===== config.mk =====
export PLATFORM = sky130hd
export DESIGN_NAME = ccsc_top
export DESIGN_NICKNAME = d
export VERILOG_FILES = /design/src/hdl/ccsc_pkg.sv /design/src/hdl/ccsc_osc_ready.sv /design/src/hdl/ccsc_top.sv
export SDC_FILE = /design/constraint.sdc
export NUM_CORES = 1
export LEC_CHECK = 0
export BUFFER_PORTS_ARGS = -buffer_cell sky130_fd_sc_hd__buf_2
export CAP_MARGIN = 20
export CORE_ASPECT_RATIO = 1.75
export CORE_MARGIN = 2
export CORE_UTILIZATION = 25
export CTS_BUF_LIST = sky130_fd_sc_hd__clkbuf_2 sky130_fd_sc_hd__clkbuf_4 sky130_fd_sc_hd__clkbuf_8
export DETAILED_ROUTE_END_ITERATION = 8
export PLACE_DENSITY = 0.48
export RECOVER_POWER = 50
export SLEW_MARGIN = 15
export SYNTH_ARGS = -nofsm -noshare
export SYNTH_HDL_FRONTEND = slang
export SYNTH_HIERARCHICAL = 1
export SYNTH_SLANG_ARGS = --single-unit

===== constraint.sdc =====
create_clock -name mclk -period 4 [get_ports mclk]
set_input_delay 0.6 -clock mclk [delete_from_list [all_inputs] [get_ports mclk]]
set_output_delay 0.6 -clock mclk [all_outputs]
set_load 0.1 [all_outputs]

===== src/hdl/ccsc_pkg.sv =====
package ccsc_pkg;

  localparam int CCSC_ADDR_W = 8;
  localparam int CCSC_NOSC   = 6;

  // Register byte offsets
  localparam logic [7:0] CCSC_OFF_CTRL = 8'h00;
  localparam logic [7:0] CCSC_OFF_CAL  = 8'h04;
  localparam logic [7:0] CCSC_OFF_CFG  = 8'h08;
  localparam logic [7:0] CCSC_OFF_INT  = 8'h0c;

  // Oscillator indices, shared by enable, ready, flag and gate vectors
  localparam int CCSC_IX_SLOW_INT = 0;
  localparam int CCSC_IX_SLOW_EXT = 1;
  localparam int CCSC_IX_FAST_RC  = 2;
  localparam int CCSC_IX_MULTI    = 3;
  localparam int CCSC_IX_FAST_EXT = 4;
  localparam int CCSC_IX_PLL      = 5;

  // Control register fields
  localparam int CCSC_CTRL_EN_LSB  = 0;
  localparam int CCSC_CTRL_RDY_LSB = 8;
  localparam int CCSC_CTRL_BYP_BIT = 16;

  // Calibration register fields
  localparam int CCSC_CAL_FRC_CAL_LSB  = 0;
  localparam int CCSC_CAL_FRC_TRIM_LSB = 8;
  localparam int CCSC_CAL_RANGE_LSB    = 13;
  localparam int CCSC_CAL_MS_CAL_LSB   = 16;
  localparam int CCSC_CAL_MS_TRIM_LSB  = 24;

  // Configuration register fields
  localparam int CCSC_CFG_SW_LSB      = 0;
  localparam int CCSC_CFG_SWS_LSB     = 4;
  localparam int CCSC_CFG_PLL_SRC_BIT = 8;
  localparam int CCSC_CFG_PLL_MUL_LSB = 10;
  localparam int CCSC_CFG_PLL_DIV_LSB = 16;

  // Interrupt register fields
  localparam int CCSC_INT_FLAG_LSB = 0;
  localparam int CCSC_INT_IE_LSB   = 8;
  localparam int CCSC_INT_CLR_LSB  = 16;

  // Reset values and the highest accepted range code
  localparam logic [4:0] CCSC_FRC_TRIM_RST = 5'h10;
  localparam logic [2:0] CCSC_RANGE_RST    = 3'h5;
  localparam logic [2:0] CCSC_RANGE_MAX    = 3'h6;
  localparam logic [7:0] CCSC_MS_TRIM_RST  = 8'h00;
  localparam logic [3:0] CCSC_PLL_MUL_RST  = 4'h0;
  localparam logic [1:0] CCSC_PLL_DIV_RST  = 2'h1;
  localparam logic [5:0] CCSC_EN_RST       = 6'h08;

  // Cycles with the system clock gated during a source changeover
  localparam logic [2:0] CCSC_GAP_CYC = 3'h4;

  typedef enum logic [1:0] {
    CCSC_SRC_MULTI    = 2'h0,
    CCSC_SRC_FAST_RC  = 2'h1,
    CCSC_SRC_FAST_EXT = 2'h2,
    CCSC_SRC_PLL      = 2'h3
  } ccsc_src_type;

  typedef enum logic [2:0] {
    CCSC_SW_IDLE = 3'b001,
    CCSC_SW_WAIT = 3'b010,
    CCSC_SW_GAP  = 3'b100
  } ccsc_sw_state_type;

  typedef struct packed {
    logic       src;
    logic [3:0] mul;
    logic [1:0] div;
  } ccsc_pll_cfg_type;

  typedef struct packed {
    logic [5:0] enable;
    logic [5:0] release_gate;
    logic       slow_ext_bypass;
    logic [7:0] fast_rc_factory_cal;
    logic [4:0] fast_rc_trim;
    logic [2:0] multispeed_range;
    logic [7:0] multispeed_factory_cal;
    logic [7:0] multispeed_trim;
  } ccsc_osc_drive_type;

endpackage : ccsc_pkg


===== src/hdl/ccsc_osc_ready.sv =====
`timescale 1ns/1ps
`default_nettype none
module ccsc_osc_ready (
  input  wire logic mclk,
  input  wire logic rst,
  input  wire logic stable_async,
  input  wire logic enable,
  output logic      ready,
  output logic      ready_rise
);

  logic sync1_r;
  logic sync2_r;
  logic ready_nxt;

  // Two-stage synchroniser for the analog stable indication
  always_ff @(posedge mclk) begin
    if (rst) begin
      sync1_r <= 1'b0;
      sync2_r <= 1'b0;
    end else begin
      sync1_r <= stable_async;
      sync2_r <= sync1_r;
    end
  end

  assign ready_nxt = sync2_r & enable;

  always_ff @(posedge mclk) begin
    if (rst) begin
      ready      <= 1'b0;
      ready_rise <= 1'b0;
    end else begin
      ready      <= ready_nxt;
      ready_rise <= ready_nxt & ~ready;
    end
  end

endmodule : ccsc_osc_ready
`default_nettype wire


===== src/hdl/ccsc_top.sv =====
// Operation
// - Every reset loads the fast RC factory calibration byte.
// - Fast RC trim is five bits, resets to 16, higher means faster.
// - Fast RC follows its enable; ready once stable; output gated until ready.
// - Multispeed range is three bits, seven frequencies, default 2.097 MHz.
// - Multispeed RC becomes system clock after reset, Stop and Standby wake-up.
// - Standby and reset restore range; Stop keeps calibration and trim.
// - Multispeed RC follows its enable; ready once stable; gated until ready.
// - Reset loads multispeed factory calibration; separate 8-bit trim for software.
// - PLL input selects fast internal RC or fast external oscillator.
// - Kernel clock for USB and card is VCO divided by two.
// - PLL system clock is VCO divided by programmed output divider.
// - PLL source, multiplier and divider change only while PLL disabled.
// - Enabled interrupt fires when the PLL locks.
// - Slow external oscillator: enable, ready, gated until ready, ready interrupt.
// - Bypass plus enable selects external clock up to 1 MHz.
// - Slow internal RC follows enable unless the watchdog forces it on.
// - Slow internal RC: ready when stable, gated until then, ready interrupt.
// - An oscillator feeding the system clock ignores requests to stop.
// - Clock switch completes only once target ready; status shows sources.
//
// Our own choices: the APB interface to the registers and the placing of the registers.
`timescale 1ns/1ps
`default_nettype none
module ccsc_top
  import ccsc_pkg::*;
(
  input  wire logic                   mclk,
  input  wire logic                   rst,
  input  wire logic                   psel,
  input  wire logic                   penable,
  input  wire logic                   pwrite,
  input  wire logic [CCSC_ADDR_W-1:0] paddr,
  input  wire logic [31:0]            pwdata,
  output logic [31:0]                 prdata,
  output logic                        pready,
  output logic                        pslverr,
  input  wire logic [7:0]             fast_rc_factory_cal,
  input  wire logic [7:0]             multispeed_factory_cal,
  input  wire logic [5:0]             osc_stable,
  input  wire logic                   watchdog_active,
  input  wire logic                   stop_wakeup,
  input  wire logic                   standby_wakeup,
  output ccsc_osc_drive_type          osc_drive,
  output ccsc_pll_cfg_type            pll_cfg,
  output ccsc_src_type                system_clock_sel,
  output logic                        system_clock_run,
  output logic                        clk_irq
);

  logic [5:0]        en_r;
  logic              bypass_r;
  logic [7:0]        frc_cal_r;
  logic [4:0]        frc_trim_r;
  logic [2:0]        range_r;
  logic [7:0]        ms_cal_r;
  logic [7:0]        ms_trim_r;
  ccsc_pll_cfg_type  pll_cfg_r;
  ccsc_src_type      sw_r;
  ccsc_src_type      sws_r;
  ccsc_src_type      tgt_r;
  ccsc_sw_state_type state_r;
  logic [2:0]        gap_cnt_r;
  logic [5:0]        flag_r;
  logic [5:0]        ie_r;
  logic [5:0]        ready;
  logic [5:0]        ready_rise;
  logic [5:0]        in_use;
  logic [5:0]        en_eff;
  logic              wd_sync1_r;
  logic              wd_sync2_r;
  logic              wake;
  logic              wr_acc;
  logic              rd_setup;
  logic [31:0]       rd_mux;

  function automatic logic ccsc_mapped(input logic [CCSC_ADDR_W-1:0] a);
    return (a == CCSC_OFF_CTRL) || (a == CCSC_OFF_CAL) || (a == CCSC_OFF_CFG) || (a == CCSC_OFF_INT);
  endfunction : ccsc_mapped

  function automatic logic [2:0] ccsc_src_ix(input ccsc_src_type s);
    case (s)
      CCSC_SRC_FAST_RC:  return 3'(CCSC_IX_FAST_RC);
      CCSC_SRC_FAST_EXT: return 3'(CCSC_IX_FAST_EXT);
      CCSC_SRC_PLL:      return 3'(CCSC_IX_PLL);
      default:           return 3'(CCSC_IX_MULTI);
    endcase
  endfunction : ccsc_src_ix

  // Oscillators that feed the running system clock, directly or via the PLL
  function automatic logic [5:0] ccsc_in_use(input ccsc_src_type s, input logic pll_src);
    logic [5:0] m;
    m = '0;
    m[ccsc_src_ix(s)] = 1'b1;
    if (s == CCSC_SRC_PLL) begin
      if (pll_src) begin
        m[CCSC_IX_FAST_EXT] = 1'b1;
      end else begin
        m[CCSC_IX_FAST_RC] = 1'b1;
      end
    end
    return m;
  endfunction : ccsc_in_use

  // APB slave: zero wait states, error on unmapped offsets
  assign pready   = 1'b1;
  assign pslverr  = psel & penable & ~ccsc_mapped(paddr);
  assign wr_acc   = psel & penable & pwrite & ccsc_mapped(paddr);
  assign rd_setup = psel & ~penable & ~pwrite;
  assign wake     = stop_wakeup | standby_wakeup;
  assign in_use   = ccsc_in_use(sws_r, pll_cfg_r.src);

  always_ff @(posedge mclk) begin
    if (rst) begin
      wd_sync1_r <= 1'b0;
      wd_sync2_r <= 1'b0;
    end else begin
      wd_sync1_r <= watchdog_active;
      wd_sync2_r <= wd_sync1_r;
    end
  end

  always_comb begin
    en_eff = en_r;
    en_eff[CCSC_IX_SLOW_INT] = en_r[CCSC_IX_SLOW_INT] | wd_sync2_r;
  end

  // One ready tracker per oscillator and the PLL lock
  for (genvar i = 0; i < CCSC_NOSC; i++) begin : g_rdy
    ccsc_osc_ready u_rdy (
      .mclk         (mclk),
      .rst          (rst),
      .stable_async (osc_stable[i]),
      .enable       (en_eff[i]),
      .ready        (ready[i]),
      .ready_rise   (ready_rise[i])
    );
  end

  // Enables; stop requests on live sources are ignored
  always_ff @(posedge mclk) begin
    if (rst) begin
      en_r     <= CCSC_EN_RST;
      bypass_r <= 1'b0;
    end else if (wake) begin
      en_r[CCSC_IX_MULTI]    <= 1'b1;
      en_r[CCSC_IX_FAST_RC]  <= 1'b0;
      en_r[CCSC_IX_FAST_EXT] <= 1'b0;
      en_r[CCSC_IX_PLL]      <= 1'b0;
    end else if (wr_acc && paddr == CCSC_OFF_CTRL) begin
      en_r <= pwdata[CCSC_CTRL_EN_LSB +: CCSC_NOSC] | in_use;
      if (!en_r[CCSC_IX_SLOW_EXT]) begin
        bypass_r <= pwdata[CCSC_CTRL_BYP_BIT];
      end
    end
  end

  // Calibration and trim; Stop wake-up keeps them, Standby restores trim and range only
  always_ff @(posedge mclk) begin
    if (rst) begin
      frc_cal_r  <= fast_rc_factory_cal;
      ms_cal_r   <= multispeed_factory_cal;
      frc_trim_r <= CCSC_FRC_TRIM_RST;
      range_r    <= CCSC_RANGE_RST;
      ms_trim_r  <= CCSC_MS_TRIM_RST;
    end else if (standby_wakeup) begin
      frc_trim_r <= CCSC_FRC_TRIM_RST;
      range_r    <= CCSC_RANGE_RST;
      ms_trim_r  <= CCSC_MS_TRIM_RST;
    end else if (wr_acc && paddr == CCSC_OFF_CAL) begin
      frc_trim_r <= pwdata[CCSC_CAL_FRC_TRIM_LSB +: 5];
      ms_trim_r  <= pwdata[CCSC_CAL_MS_TRIM_LSB +: 8];
      if (pwdata[CCSC_CAL_RANGE_LSB +: 3] <= CCSC_RANGE_MAX) begin
        range_r <= pwdata[CCSC_CAL_RANGE_LSB +: 3];
      end
    end
  end

  // PLL configuration, frozen while the PLL is enabled
  always_ff @(posedge mclk) begin
    if (rst) begin
      pll_cfg_r <= '{src: 1'b0, mul: CCSC_PLL_MUL_RST, div: CCSC_PLL_DIV_RST};
    end else if (wr_acc && paddr == CCSC_OFF_CFG && !en_r[CCSC_IX_PLL]) begin
      pll_cfg_r.src <= pwdata[CCSC_CFG_PLL_SRC_BIT];
      pll_cfg_r.mul <= pwdata[CCSC_CFG_PLL_MUL_LSB +: 4];
      pll_cfg_r.div <= pwdata[CCSC_CFG_PLL_DIV_LSB +: 2];
    end
  end

  // Requested system clock source
  always_ff @(posedge mclk) begin
    if (rst || wake) begin
      sw_r <= CCSC_SRC_MULTI;
    end else if (wr_acc && paddr == CCSC_OFF_CFG) begin
      sw_r <= ccsc_src_type'(pwdata[CCSC_CFG_SW_LSB +: 2]);
    end
  end

  // Switch sequencer: wait for target ready, then gate, then change over
  always_ff @(posedge mclk) begin
    if (rst || wake) begin
      state_r   <= CCSC_SW_IDLE;
      sws_r     <= CCSC_SRC_MULTI;
      tgt_r     <= CCSC_SRC_MULTI;
      gap_cnt_r <= '0;
    end else begin
      case (state_r)
        CCSC_SW_IDLE: begin
          if (sw_r != sws_r) begin
            state_r <= CCSC_SW_WAIT;
          end
        end
        CCSC_SW_WAIT: begin
          if (sw_r == sws_r) begin
            state_r <= CCSC_SW_IDLE;
          end else if (ready[ccsc_src_ix(sw_r)]) begin
            state_r   <= CCSC_SW_GAP;
            tgt_r     <= sw_r;
            gap_cnt_r <= CCSC_GAP_CYC - 3'h1;
          end
        end
        CCSC_SW_GAP: begin
          if (gap_cnt_r == '0) begin
            state_r <= CCSC_SW_IDLE;
            sws_r   <= tgt_r;
          end else begin
            gap_cnt_r <= gap_cnt_r - 3'h1;
          end
        end
        default: begin
          state_r <= CCSC_SW_IDLE;
        end
      endcase
    end
  end

  // Ready flags: a new ready edge wins over a clear in the same cycle
  always_ff @(posedge mclk) begin
    if (rst) begin
      flag_r <= '0;
      ie_r   <= '0;
    end else begin
      if (wr_acc && paddr == CCSC_OFF_INT) begin
        ie_r   <= pwdata[CCSC_INT_IE_LSB +: CCSC_NOSC];
        flag_r <= (flag_r & ~pwdata[CCSC_INT_CLR_LSB +: CCSC_NOSC]) | ready_rise;
      end else begin
        flag_r <= flag_r | ready_rise;
      end
    end
  end

  always_ff @(posedge mclk) begin
    if (rst) begin
      clk_irq <= 1'b0;
    end else begin
      clk_irq <= |(flag_r & ie_r);
    end
  end

  // Drive towards the oscillators and the system clock mux
  always_ff @(posedge mclk) begin
    if (rst) begin
      osc_drive        <= '0;
      system_clock_sel <= CCSC_SRC_MULTI;
      system_clock_run <= 1'b0;
    end else begin
      osc_drive.enable                 <= en_eff;
      osc_drive.release_gate           <= ready;
      osc_drive.slow_ext_bypass        <= bypass_r & en_r[CCSC_IX_SLOW_EXT];
      osc_drive.fast_rc_factory_cal    <= frc_cal_r;
      osc_drive.fast_rc_trim           <= frc_trim_r;
      osc_drive.multispeed_range       <= range_r;
      osc_drive.multispeed_factory_cal <= ms_cal_r;
      osc_drive.multispeed_trim        <= ms_trim_r;
      system_clock_sel                 <= sws_r;
      system_clock_run                 <= (state_r != CCSC_SW_GAP) & ready[ccsc_src_ix(sws_r)];
    end
  end

  assign pll_cfg = pll_cfg_r;

  always_comb begin
    rd_mux = '0;
    case (paddr)
      CCSC_OFF_CTRL: begin
        rd_mux[CCSC_CTRL_EN_LSB +: CCSC_NOSC]  = en_r;
        rd_mux[CCSC_CTRL_RDY_LSB +: CCSC_NOSC] = ready;
        rd_mux[CCSC_CTRL_BYP_BIT]              = bypass_r;
      end
      CCSC_OFF_CAL: begin
        rd_mux[CCSC_CAL_FRC_CAL_LSB +: 8]  = frc_cal_r;
        rd_mux[CCSC_CAL_FRC_TRIM_LSB +: 5] = frc_trim_r;
        rd_mux[CCSC_CAL_RANGE_LSB +: 3]    = range_r;
        rd_mux[CCSC_CAL_MS_CAL_LSB +: 8]   = ms_cal_r;
        rd_mux[CCSC_CAL_MS_TRIM_LSB +: 8]  = ms_trim_r;
      end
      CCSC_OFF_CFG: begin
        rd_mux[CCSC_CFG_SW_LSB +: 2]      = sw_r;
        rd_mux[CCSC_CFG_SWS_LSB +: 2]     = sws_r;
        rd_mux[CCSC_CFG_PLL_SRC_BIT]      = pll_cfg_r.src;
        rd_mux[CCSC_CFG_PLL_MUL_LSB +: 4] = pll_cfg_r.mul;
        rd_mux[CCSC_CFG_PLL_DIV_LSB +: 2] = pll_cfg_r.div;
      end
      CCSC_OFF_INT: begin
        rd_mux[CCSC_INT_FLAG_LSB +: CCSC_NOSC] = flag_r;
        rd_mux[CCSC_INT_IE_LSB +: CCSC_NOSC]   = ie_r;
      end
      default: begin
        rd_mux = '0;
      end
    endcase
  end

  // Read data captured in the setup phase, valid through the access phase
  always_ff @(posedge mclk) begin
    if (rst) begin
      prdata <= '0;
    end else if (rd_setup) begin
      prdata <= rd_mux;
    end
  end
endmodule : ccsc_top
`default_nettype wire


* Word-level counts from Yosys, hierarchy flattened
Cells that the tools add are included.
Word-level totals: flip-flop bits (word level) 177, bits in latches 0, bits in writable memories 0, ROM bits 0, input port bits 70, output and inout bits 90, logic and storage cells 184, memories 0
Operators by class: add/sub/neg operators 1, $mul 0, div/mod/pow operators 0, magnitude comparators 5, equality and inequality tests 21, shift-type cells 0, muxes and demuxes 37, bitwise logic cells 40, reduce and logical (&&, ||, !) cells 24
Operators with widths (number):
- $mux W3 | 11
- $pmux W3 S3 | 3
- $and A1 B1 Y1 | 20
- $or A6 B6 Y6 | 3
- $eq A8 B4 Y1 const B | 2
- $pmux W2 S4 | 2
- $pmux W4 S4 | 1
- $mux W14 | 1
- $and A6 B6 Y6 | 2
- $lt A3 B4 Y1 const B | 3
- $not A1 Y1 | 12
- $ne A2 B2 Y1 const B | 5
- $reduce_and A3 Y1 | 3
- $eq A2 B2 Y1 const B | 4
- $eq A8 B3 Y1 const B | 1
- $logic_not A8 Y1 | 1
- $mux W1 | 7
- $bmux W1 S3 | 2
- $logic_and A1 B1 Y1 | 6
- $mux W6 | 1
- $ne A3 B3 Y1 const B | 2
- $not A6 Y6 | 1
- $pmux W1 S3 | 2
- $pmux W2 S3 | 1
- other kinds (23) | 32

* Longest topological paths before layout
Gate-level depths: netlist of run 1.
word-level depth 10, mapped depth 7, depth with buffers taken out 6

* Hierarchy
The synthesis of run 1 kept the hierarchy.
Modules (own cells, without submodules):
- ccsc_top | times used 1, cells an instance 531, area each 5925.7 µm², sequential area each 3223.1 µm²
- ccsc_osc_ready | times used 6, cells an instance 8, area each 120.1 µm², sequential area each 80.1 µm²

* Worst setup path before layout of run 1
No wires, ideal clock.
path kind input to output, start point input port paddr[1], end point output port pslverr, arrival time 1.588 ns, required time 3.400 ns, path slack 1.812 ns, cell stages on the path 3, buffers on the path 0, cell sequence nor4_4 > nand2_1 > and3_1
On the way: word-level cells in the longest chain between the ends 6, elaborated cells between the ends (all ways) 9, classes of those cells eq/ne (3); bitwise (2); reduce/logical (4)
Ends and longest elaborated chain:
- start: declaration | line ccsc_top.sv:33 | input wire logic [CCSC_ADDR_W-1:0] paddr,
- $eq A8 B3 Y1 or $logic_not A8 Y1 (tied branches) | line ccsc_top.sv:78 | return (a == CCSC_OFF_CTRL) || (a == CCSC_OFF_CAL) || (a == CCSC_OFF_CFG) || (a == CCSC_OFF_INT);
- $logic_or A1 B1 Y1 (2 in a row) | line ccsc_top.sv:78
- $logic_or A1 B1 Y1 * | line ccsc_top.sv:78
- $not A1 Y1 * | line ccsc_top.sv:107 | assign pslverr = psel & penable & ~ccsc_mapped(paddr);
- $and A1 B1 Y1 * | line ccsc_top.sv:107
- end: declaration | line ccsc_top.sv:37 | output logic pslverr,
Mark *: on every way between the ends. The rest lies on a longest branch, timed or not.

* Worst setup path in the final report of run 1
start point input port paddr[3], end point register flag_r[4]
On the way: word-level cells in the longest chain between the ends 7, elaborated cells between the ends (all ways) 10, classes of those cells eq/ne (3); mux (1); bitwise (1); reduce/logical (5)
Ends and longest elaborated chain:
- $eq A8 B3 Y1 or $logic_not A8 Y1 (tied branches) | line ccsc_top.sv:78
- $logic_or A1 B1 Y1 (3 in a row) | line ccsc_top.sv:78
- $and A1 B1 Y1 | line ccsc_top.sv:108 | assign wr_acc = psel & penable & pwrite & ccsc_mapped(paddr);
- $logic_and A1 B1 Y1 * | line ccsc_top.sv:243 | if (wr_acc && paddr == CCSC_OFF_INT) begin
- $mux W6 * | line ccsc_top.sv:243
- end signal: assignment | line ccsc_top.sv:245 | flag_r <= (flag_r & ~pwdata[CCSC_INT_CLR_LSB +: CCSC_NOSC]) | ready_rise;
- end signal: assignment | line ccsc_top.sv:247 | flag_r <= flag_r | ready_rise;
- end: declaration | line ccsc_top.sv:64 | logic [5:0] flag_r;
Marked as above. A chain may end at the register's enable or synchronous reset.

==> impl_metrics.yaml, run 1 <==
run_status:
  status: "complete, but fails checks"
  violations: "capacitance limit, slew limit"
cts:
  cts_max_level: 4
  tritoncts: "yes"
  post_cts_resized: 0
  cts_sinks: 177
  cts-root-buf: "clkbuf_8"
  cts_buffer_depth: 2
  clk_pin_slew_ns: 0.09
  post-cts-setup-buffers: 0
  clk_latency_ns: 0.48
  cts_buffers: 17
  hold_buffers: 0
sta:
  rsz0062_at_grt: "false"
  finalHoldViolations: 0
  slew_viol_final: 78
  fin_skew_ns: 0.0130
  period_needed_ns: 2.57
  period_share_pct: 64.2
  hold_ws_ns: 0.290
  worst_pin_slew_ns: 1.69
  fmax_ghz: 0.390
  relSlewSlack_pct: -12.4
  finalSetupViolations: 0
  tns_ns: 0
power_and_ir_drop:
  switching_share_pct: 25.7
  p_comb_share_pct: 7.7
  peakVddDrop_uv: 206
  seqPwrFrac_pct: 53.9
  power.leakage_nw: 3.43
  switchingPower_w: 0.000874
  p_int_w: 0.00253
  power.density_nw_per_um2: 418
  clkPwrFrac_pct: 38.4
global_routing:
  grt-ovfl-total: 0
  grt_pass1_vias: 4584
  antenna_found_initial: 3
  grt_pass1_wl_microns: 27800
  grt_max_degree: 54
  grt_usage_pct: 13.7
setup_path:
  critPathMaxFanout: 20
  cp-end-kind: "register"
  path_buf_inv: 2
  path_delay_family: "buffers and inverters"
  crit_required_ns: 4.32
  cp_data_arrival_time_ns: 2.89
  crit_chain: "clkbuf_1, and2_0, nand4_1, clkbuf_1, nor3b_1, nor3_1"
  start_kind: "primary input"
  path_class: "primary input to register"
  cpMaxStageDelayCell: "clkbuf_1"
  crit_top_cell: "clkbuf_1"
  slowest_delay_ns: 0.86
place:
  place_congestion: 0.772
  dp_hpwl_microns: 14000
  numPortBuffers: 154
finish:
  multi_input_area_sq_um: 2780
  area_growth_pct: 22.7
  fillCellCount: 2744
  drive_above_1_share_pct: 33.8
  regArea_sq_um: 3700
  layout.nets: 811
synth:
  synth_cell_types: 57
  syn_inst: 579
  async_flop_share_pct: 0
  ys_seq_area_share_pct: 55.7
  yosysWarnings: 6
  yosys_most_used_dff: "dfxtp_1"
  synth.cell_area_sq_um: 6650
  synthesis.nets: 660
  synth_edf_count: 16
  synth_seq_cells: 177
  syn_avg_cell_area_sq_um: 11.5
drt:
  routed_wl_microns: 18900
  wire_per_inst_microns: 17.7
  routed_via_density: 4.40
  drcViolationCount: 0
  drtIter0Drc: 154
  drt-pass1-iter-count: 6
  final_antenna_net_count: 0
  vias: 4713
floorplanning:
  rows: 79
  pin_count: 160
  core_sq_um: 26400
  die_h_microns: 220
  start_util_pct: 25.2
  die_w_microns: 127
  dieArea_sq_um: 28000
job:
  cap_violations: 2
hold_path:
  hp-class: "primary input to register"
[cell usage after synthesis (11+ instances only)]
master    instances  area, sq um
a22oi_1          26          195
and2b_2          12          105
clkbuf_1         19         71.3
dfxtp_1         161         3220
edfxtp_1         16          480
ha_1             11          138
mux2i_1          43          430
nand2_1          11         41.3
nand2b_1         16          100
nor2_1           63          236
nor2b_1          48          300
nor3_1           12         60.1
[registers in the layout (all words and copies together), names as in the netlist, 7 cells and up]
register   cells
prdata        32
pll_cfg        7
ms_trim_r      8
frc_cal_r      8
osc_drive     45
ms_cal_r       8
[through the flow]
stage          instance area [sq um]  worst slack, ns  std cells  util (%)  power (W)
2_1_floorplan                   6650             1.81        579         -    0.00206
3_5_place_dp                    7760             1.38       1035      29.4    0.00215
3_3_place_gp                    7760             1.39       1035      29.4    0.00215
5_1_grt                         8150             1.21       1067      30.9    0.00355
6_report                        8150             1.43       1070      30.9    0.00341
4_1_cts                         8180             1.52       1067      31.0    0.00348
[final cells by class]
type                    instances  area share, %
inverters                       8          0.368
repair buffers                163           10.0
flip-flops and latches        177           45.4
well taps                     324           4.97
diodes                          3         0.0921
multi-input cells             363           34.1
clock inverters                13           1.93
clock buffers                  19           3.13
[power groups by stage]
stage / Combinational (W) / Sequential (W) / Clock, W
finish: 0.000262 / 0.00184 / 0.00131
global route: 0.000278 / 0.00184 / 0.00143
CTS: 0.000268 / 0.00184 / 0.00138
detailed placement: 0.000268 / 0.00188 / 0
global placement: 0.000267 / 0.00188 / 0
floorplan: 0.0000845 / 0.00197 / 0
[per-layer routing]
| layer | vias up | share of wire (%) | track usage (%) |
|---|---|---|---|
| li1 | 2337 | - | - |
| met3 | 25 | 3.5 | 4.01 |
| met1 | 2261 | 38 | 13.9 |
| met4 | 2 | 2.6 | 5.71 |
| met5 | - | 0.069 | 0 |
| met2 | 88 | 56 | 25.8 |
[logic make-up after synthesis]
family | share of synthesized area, %
xor gates and xnor gates | 0.395
other | 0.0564
buffers and inverters | 2.56
DFF | 55.7
muxes | 10.0
adders and majority gates | 2.07
AOI/OAI and AO/OA | 8.77
and+or+nand+nor | 20.4
[final timing paths]
path,startpoint,to,slack [ns],cells after the start
worst max register to register,sw_r[0],tgt_r[1],1.58,6
worst max-delay path,paddr[3],flag_r[4],1.43,6
worst min register to register,wd_sync1_r,wd_sync2_r,0.44,1
worst min-delay path,fast_rc_factory_cal[5],frc_cal_r[5],0.29,1
[placed cells by master (no fill, tap or decap), types with 4 or more instances in the layout]
| cell | count |
|---|---|
| nand2b_1 | 16 |
| ha_1 | 11 |
| dfxtp_1 | 161 |
| a21oi_1 | 10 |
| and3b_2 | 6 |
| and2b_2 | 12 |
| nand2_1 | 11 |
| inv_1 | 8 |
| or3_1 | 4 |
| mux4_2 | 10 |
| mux2i_1 | 43 |
| clkbuf_8 | 18 |
| nor2b_1 | 48 |
| a22oi_1 | 26 |
| nor3_1 | 11 |
| clkbuf_1 | 12 |
| edfxtp_1 | 16 |
| a22oi_2 | 10 |
| clkinv_2 | 4 |
| nor2_1 | 63 |
| and4bb_2 | 6 |
| nor3b_1 | 7 |
| o2bb2ai_1 | 4 |
| buf_4 | 6 |
| nor2_2 | 10 |
| buf_2 | 145 |
| o31a_1 | 4 |
No activity file was read; power rests on OpenSTA's default activity.
==> inputs of run 2 (changes only) <==
==> constraint.sdc (replaced) <==
create_clock -name mclk -period 2.5 [get_ports mclk]
set_input_delay 0.375 -clock mclk [delete_from_list [all_inputs] [get_ports mclk]]
set_output_delay 0.375 -clock mclk [all_outputs]
set_load 0.1 [all_outputs]
==> impl_metrics.yaml, run 2 (synthesis gave the netlist of run 1 again) <==
run_status:
  status: "completed"
floorplanning:
  pin_count: 160
  die_w_microns: 127
  core_sq_um: 26400
  die_h_microns: 220
  rows: 79
  start_util_pct: 25.2
  dieArea_sq_um: 28000
cts:
  cts_buffer_depth: 2
  post_cts_resized: 0
  cts_max_level: 4
  clk_latency_ns: 0.48
  hold_buffers: 0
  post-cts-setup-buffers: 0
  tritoncts: "yes"
  cts_sinks: 177
  cts_buffers: 17
  cts-root-buf: "clkbuf_8"
  clk_pin_slew_ns: 0.09
power_and_ir_drop:
  peakVddDrop_uv: 325
  seqPwrFrac_pct: 55.0
  p_comb_share_pct: 8.0
  power.leakage_nw: 3.50
  clkPwrFrac_pct: 37.0
  p_int_w: 0.00394
  power.density_nw_per_um2: 649
  switching_share_pct: 26.3
  switchingPower_w: 0.00141
place:
  numPortBuffers: 154
  place_congestion: 0.785
  dp_hpwl_microns: 14400
  pre_cts_ws_ns: 0.347
  placed_area_sq_um: 7860
sta:
  period_needed_ns: 2.18
  fmax_ghz: 0.458
  finalHoldViolations: 0
  finalSetupViolations: 0
  fin_ws_ns: 0.319
  slew_viol_final: 0
  worst_pin_slew_ns: 1.34
  period_share_pct: 87.3
  relSlewSlack_pct: 10.7
  fin_skew_ns: 0.0155
  rsz0062_at_grt: "false"
  tns_ns: 0
setup_path:
  cp_data_arrival_time_ns: 2.55
  cp-end-kind: "register"
  path_delay_family: "buffers and inverters"
  crit_required_ns: 2.87
  r2r_cells: 6
  start_kind: "primary input"
  cp.depth: 3
  path_buf_inv: 2
  slowest_delay_ns: 0.95
  crit_chain: "clkbuf_1, clkbuf_2, and4bb_2"
  cpMaxStageDelayCell: "clkbuf_1"
  critPathMaxFanout: 45
  path_class: "primary input to register"
drt:
  drt-pass1-iter-count: 4
  final_antenna_net_count: 0
  routed_wl_microns: 19100
  wire_per_inst_microns: 17.6
  wl_met3_microns: 700
  drcViolationCount: 0
  top_layer_used: "met4"
  routed_via_density: 4.46
  met2_length_microns: 10400
  drtIter0Drc: 190
  met1Wirelength_microns: 7130
  vias: 4822
finish:
  layout.nets: 822
  area_growth_pct: 24.0
  final_cell_area_sq_um: 8240
  top_register: "osc_drive"
  largest_reg_flops: 45
  mostFrequentLayoutCells: "dfxtp_1 (161), buf_2 (153), nor2_1 (63)"
  mostFrequentLayoutCell: "dfxtp_1"
  reg_top3: "osc_drive (45), prdata (32)"
  postLayoutCoreUtil_pct: 31.2
  fillCellCount: 2723
  drive_above_1_share_pct: 36.1
hold_path:
  hp-class: "primary input to register"
  hold_path_depth: 1
global_routing:
  grt_usage_pct: 13.9
  grt_pass1_vias: 4781
  grt_pass1_wl_microns: 28500
  grt-ovfl-total: 0
  antenna_found_initial: 3
  grt_max_degree: 51
job:
  cap_violations: 0
## run 2: cell count changes in the layout (fill, tap and decap cells not counted), moves of 2 or more
cell,delta
inv_4,-2
buf_2,+8
buf_4,+10
clkbuf_1,-10
clkinvlp_4,+3
clkbuf_2,+2
## run 2: metrics by stage
| stage | std cells | hold WS [ns] | total power [W] |
|---|---|---|---|
| after floorplan | 579 | 0.414 | 0.00329 |
| after global placement | 1046 | 0.417 | 0.00344 |
| after detailed placement | 1046 | 0.430 | 0.00344 |
| after CTS | 1078 | 0.00592 | 0.00546 |
| after global routing | 1080 | 0.0199 | 0.00558 |
| final | 1081 | 0.0645 | 0.00535 |
## run 2: cell type report
| class | count | area, sq um | share of cell area [%] |
|---|---|---|---|
| repair buffers | 174 | 923 | 11.2 |
| flip-flops and latches | 177 | 3700 | 44.9 |
| diodes | 3 | 7.51 | 0.0911 |
| multi-input cells | 363 | 2780 | 33.8 |
| inverters | 8 | 30.0 | 0.364 |
| clock buffers | 19 | 249 | 3.02 |
| well taps | 324 | 405 | 4.92 |
| clock inverters | 13 | 138 | 1.67 |
## run 2: power groups by stage
| stage | logic (W) | clock network, W | registers [W] |
|---|---|---|---|
| floorplan | 0.000135 | 0 | 0.00316 |
| global placement | 0.000436 | 0 | 0.00301 |
| detailed placement | 0.000435 | 0 | 0.00301 |
| CTS | 0.000436 | 0.00208 | 0.00294 |
| global route | 0.000452 | 0.00218 | 0.00295 |
| finish | 0.000428 | 0.00198 | 0.00294 |
## run 2: worst paths after layout
check                                          startpoint                        end  slack (ns)
worst max-delay path                                  rst  g_rdy[0].u_rdy/ready_rise        0.32
worst min-delay path            multispeed_factory_cal[1]                ms_cal_r[1]        0.06
worst max register to register                    sw_r[0]                   tgt_r[0]        0.35
worst min register to register                 wd_sync1_r                 wd_sync2_r        0.44
## run 2: per-layer routing
metal  vias up  global-route usage (%)
met5         -                       0
met4         0                    8.17
met3        35                    3.25
met2       115                    25.4
met1      2315                    14.3
li1       2357                       -
==> inputs of run 3 (changes only) <==
--- a/config.mk
+++ b/config.mk
@@ -9,11 +9,12 @@
 export CAP_MARGIN = 20
 export CORE_ASPECT_RATIO = 1.75
 export CORE_MARGIN = 2
-export CORE_UTILIZATION = 25
+export CORE_UTILIZATION = 35
 export CTS_BUF_LIST = sky130_fd_sc_hd__clkbuf_2 sky130_fd_sc_hd__clkbuf_4 sky130_fd_sc_hd__clkbuf_8
 export DETAILED_ROUTE_END_ITERATION = 8
-export PLACE_DENSITY = 0.48
+export PLACE_DENSITY = 0.61
 export RECOVER_POWER = 50
+export SETUP_SLACK_MARGIN = 0.15
 export SLEW_MARGIN = 15
 export SYNTH_ARGS = -nofsm -noshare
 export SYNTH_HDL_FRONTEND = slang
==> impl_metrics.yaml, run 3 (synthesis gave the netlist of run 1 again) <==
run_status:
  status: "complete, but fails checks"
  violations: "capacitance limit, slew limit"
power_and_ir_drop:
  power.density_nw_per_um2: 682
  clkPwrFrac_pct: 39.2
  switching_share_pct: 24.4
  seqPwrFrac_pct: 53.2
  p_comb_share_pct: 7.6
  p_int_w: 0.00417
  switchingPower_w: 0.00135
  peakVddDrop_uv: 272
  power_w: 0.00552
  power.leakage_nw: 3.48
drt:
  final_antenna_net_count: 0
  drtIter0Drc: 188
  routed_via_density: 4.88
  wire_per_inst_microns: 17.3
  drt-pass1-iter-count: 4
  routed_wl_microns: 17100
  drcViolationCount: 0
  vias: 4834
finish:
  reg_top3: "osc_drive (45), prdata (32)"
  multi_input_area_sq_um: 2740
  final_cell_area_sq_um: 8090
  drive_above_1_share_pct: 34.4
  regArea_sq_um: 3710
  top_register: "osc_drive"
  fillCellCount: 1854
  mostFrequentLayoutCell: "dfxtp_1"
  layout.nets: 817
  area_growth_pct: 21.8
  largest_reg_flops: 45
  mostFrequentLayoutCells: "dfxtp_1 (159), buf_2 (151), nor2_1 (63)"
setup_path:
  crit_required_ns: 2.88
  crit_chain: "inv_1, ha_1, mux2i_1, or4_4, a311oi_4, buf_4, mux2i_1"
  cpMaxStageDelayCell: "or4_4"
  cp-end-kind: "register"
  start_kind: "register"
  crit_top_cell: "mux2i_1"
  slowest_delay_ns: 0.52
  critPathMaxFanout: 7
  path_class: "register to register"
  cp_data_arrival_time_ns: 2.61
floorplanning:
  core_sq_um: 18600
  rows: 66
  die_w_microns: 108
  die_h_microns: 186
  start_util_pct: 35.8
  dieArea_sq_um: 20200
  pin_count: 160
global_routing:
  grt_pass1_vias: 4943
  grt-ovfl-total: 0
  grt_pass1_wl_microns: 25900
  grt_usage_pct: 17.3
  antenna_found_initial: 3
  grt_max_degree: 96
cts:
  cts_max_level: 4
  tritoncts: "yes"
  hold_buffers: 0
  cts_buffer_depth: 2
  cts_buffers: 17
  clk_latency_ns: 0.46
  clk_pin_slew_ns: 0.09
  cts_sinks: 177
  cts-root-buf: "clkbuf_8"
sta:
  rsz0062_at_grt: "false"
  relSlewSlack_pct: -18.5
  finalHoldViolations: 0
  period_needed_ns: 2.23
  period_share_pct: 89.0
  finalSetupViolations: 0
  slew_viol_final: 96
  worst_pin_slew_ns: 1.78
  fin_skew_ns: 0.0144
  tns_ns: 0
  fmax_ghz: 0.449
job:
  cap_violations: 1
place:
  placed_area_sq_um: 7690
  numPortBuffers: 154
  place_congestion: 0.800
  dp_hpwl_microns: 12800
hold_path:
  hp-class: "primary input to register"
==> run 3: cell count changes in the layout (fill, tap and decap cells not counted), moves of 4 or more <==
cell and change:
a22oi_1 +6, a22oi_2 -6, buf_4 -7, clkbuf_1 +4
==> run 3: path summary, 6_finish.rpt <==
check,endpoint,slack [ns],start,cells past startpoint
setup / recovery,tgt_r[0],0.27,sw_r[0],7
hold reg to reg,g_rdy[4].u_rdy/sync2_r,0.45,g_rdy[4].u_rdy/sync1_r,1
setup reg to reg,tgt_r[0],0.27,sw_r[0],7
hold / removal,ms_cal_r[1],0.09,multispeed_factory_cal[1],1
==> run 3: cell type report <==
type                    count  area share, %
inverters                   8          0.371
well taps                 238           3.68
clock inverters            12           2.23
multi-input cells         363           33.9
flip-flops and latches    177           45.9
clock buffers              20           3.25
repair buffers            169           10.6
diodes                      3         0.0928
==> run 3: critical path, delay by kind of cell, from the launching register on <==
family / cells / cell delay [ns]
mux: 2 / 0.33
compound gates: 1 / 0.29
simple gates: 1 / 0.52
fa+ha+maj: 1 / 0.36
flops: 1 / 0.40
buf+inv: 2 / 0.24
==> run 3: metrics by stage <==
| stage | utilization, % | hold slack [ns] | std cells | setup slack (ns) |
|---|---|---|---|---|
| finish | 43.6 | 0.0851 | 990 | 0.275 |
| global route | 43.6 | 0.0502 | 990 | 0.174 |
| global placement | 41.4 | 0.429 | 953 | 0.248 |
| CTS | 43.9 | 0.0491 | 987 | 0.188 |
| detailed placement | 41.4 | 0.435 | 953 | 0.0925 |
| floorplan | - | 0.414 | 579 | 0.402 |
==> run 3: metal layers <==
metal	vias to the layer above	global-route usage, %	part of all wire (%)
met5	-	0	0
met4	0	9.90	3.5
met3	31	3.69	4.2
met2	119	32.9	57
met1	2330	16.8	36
li1	2354	-	-
==> run 3: power by group through the flow <==
stage	registers [W]	logic [W]	clock network [W]
6_report	0.00293	0.000420	0.00217
5_1_grt	0.00294	0.000444	0.00234
4_1_cts	0.00294	0.000430	0.00224
3_5_place_dp	0.00300	0.000429	0
3_3_place_gp	0.00300	0.000424	0
2_1_floorplan	0.00316	0.000135	0
==> run 3: repair_timing <==
| action | in CTS | in global routing |
|---|---|---|
| pin swaps | 1 | 0 |
| endpoints found under the setup margin | 6 | 5 |
| buffers inserted | 2 | 0 |
| gates resized for setup | 2 | 3 |
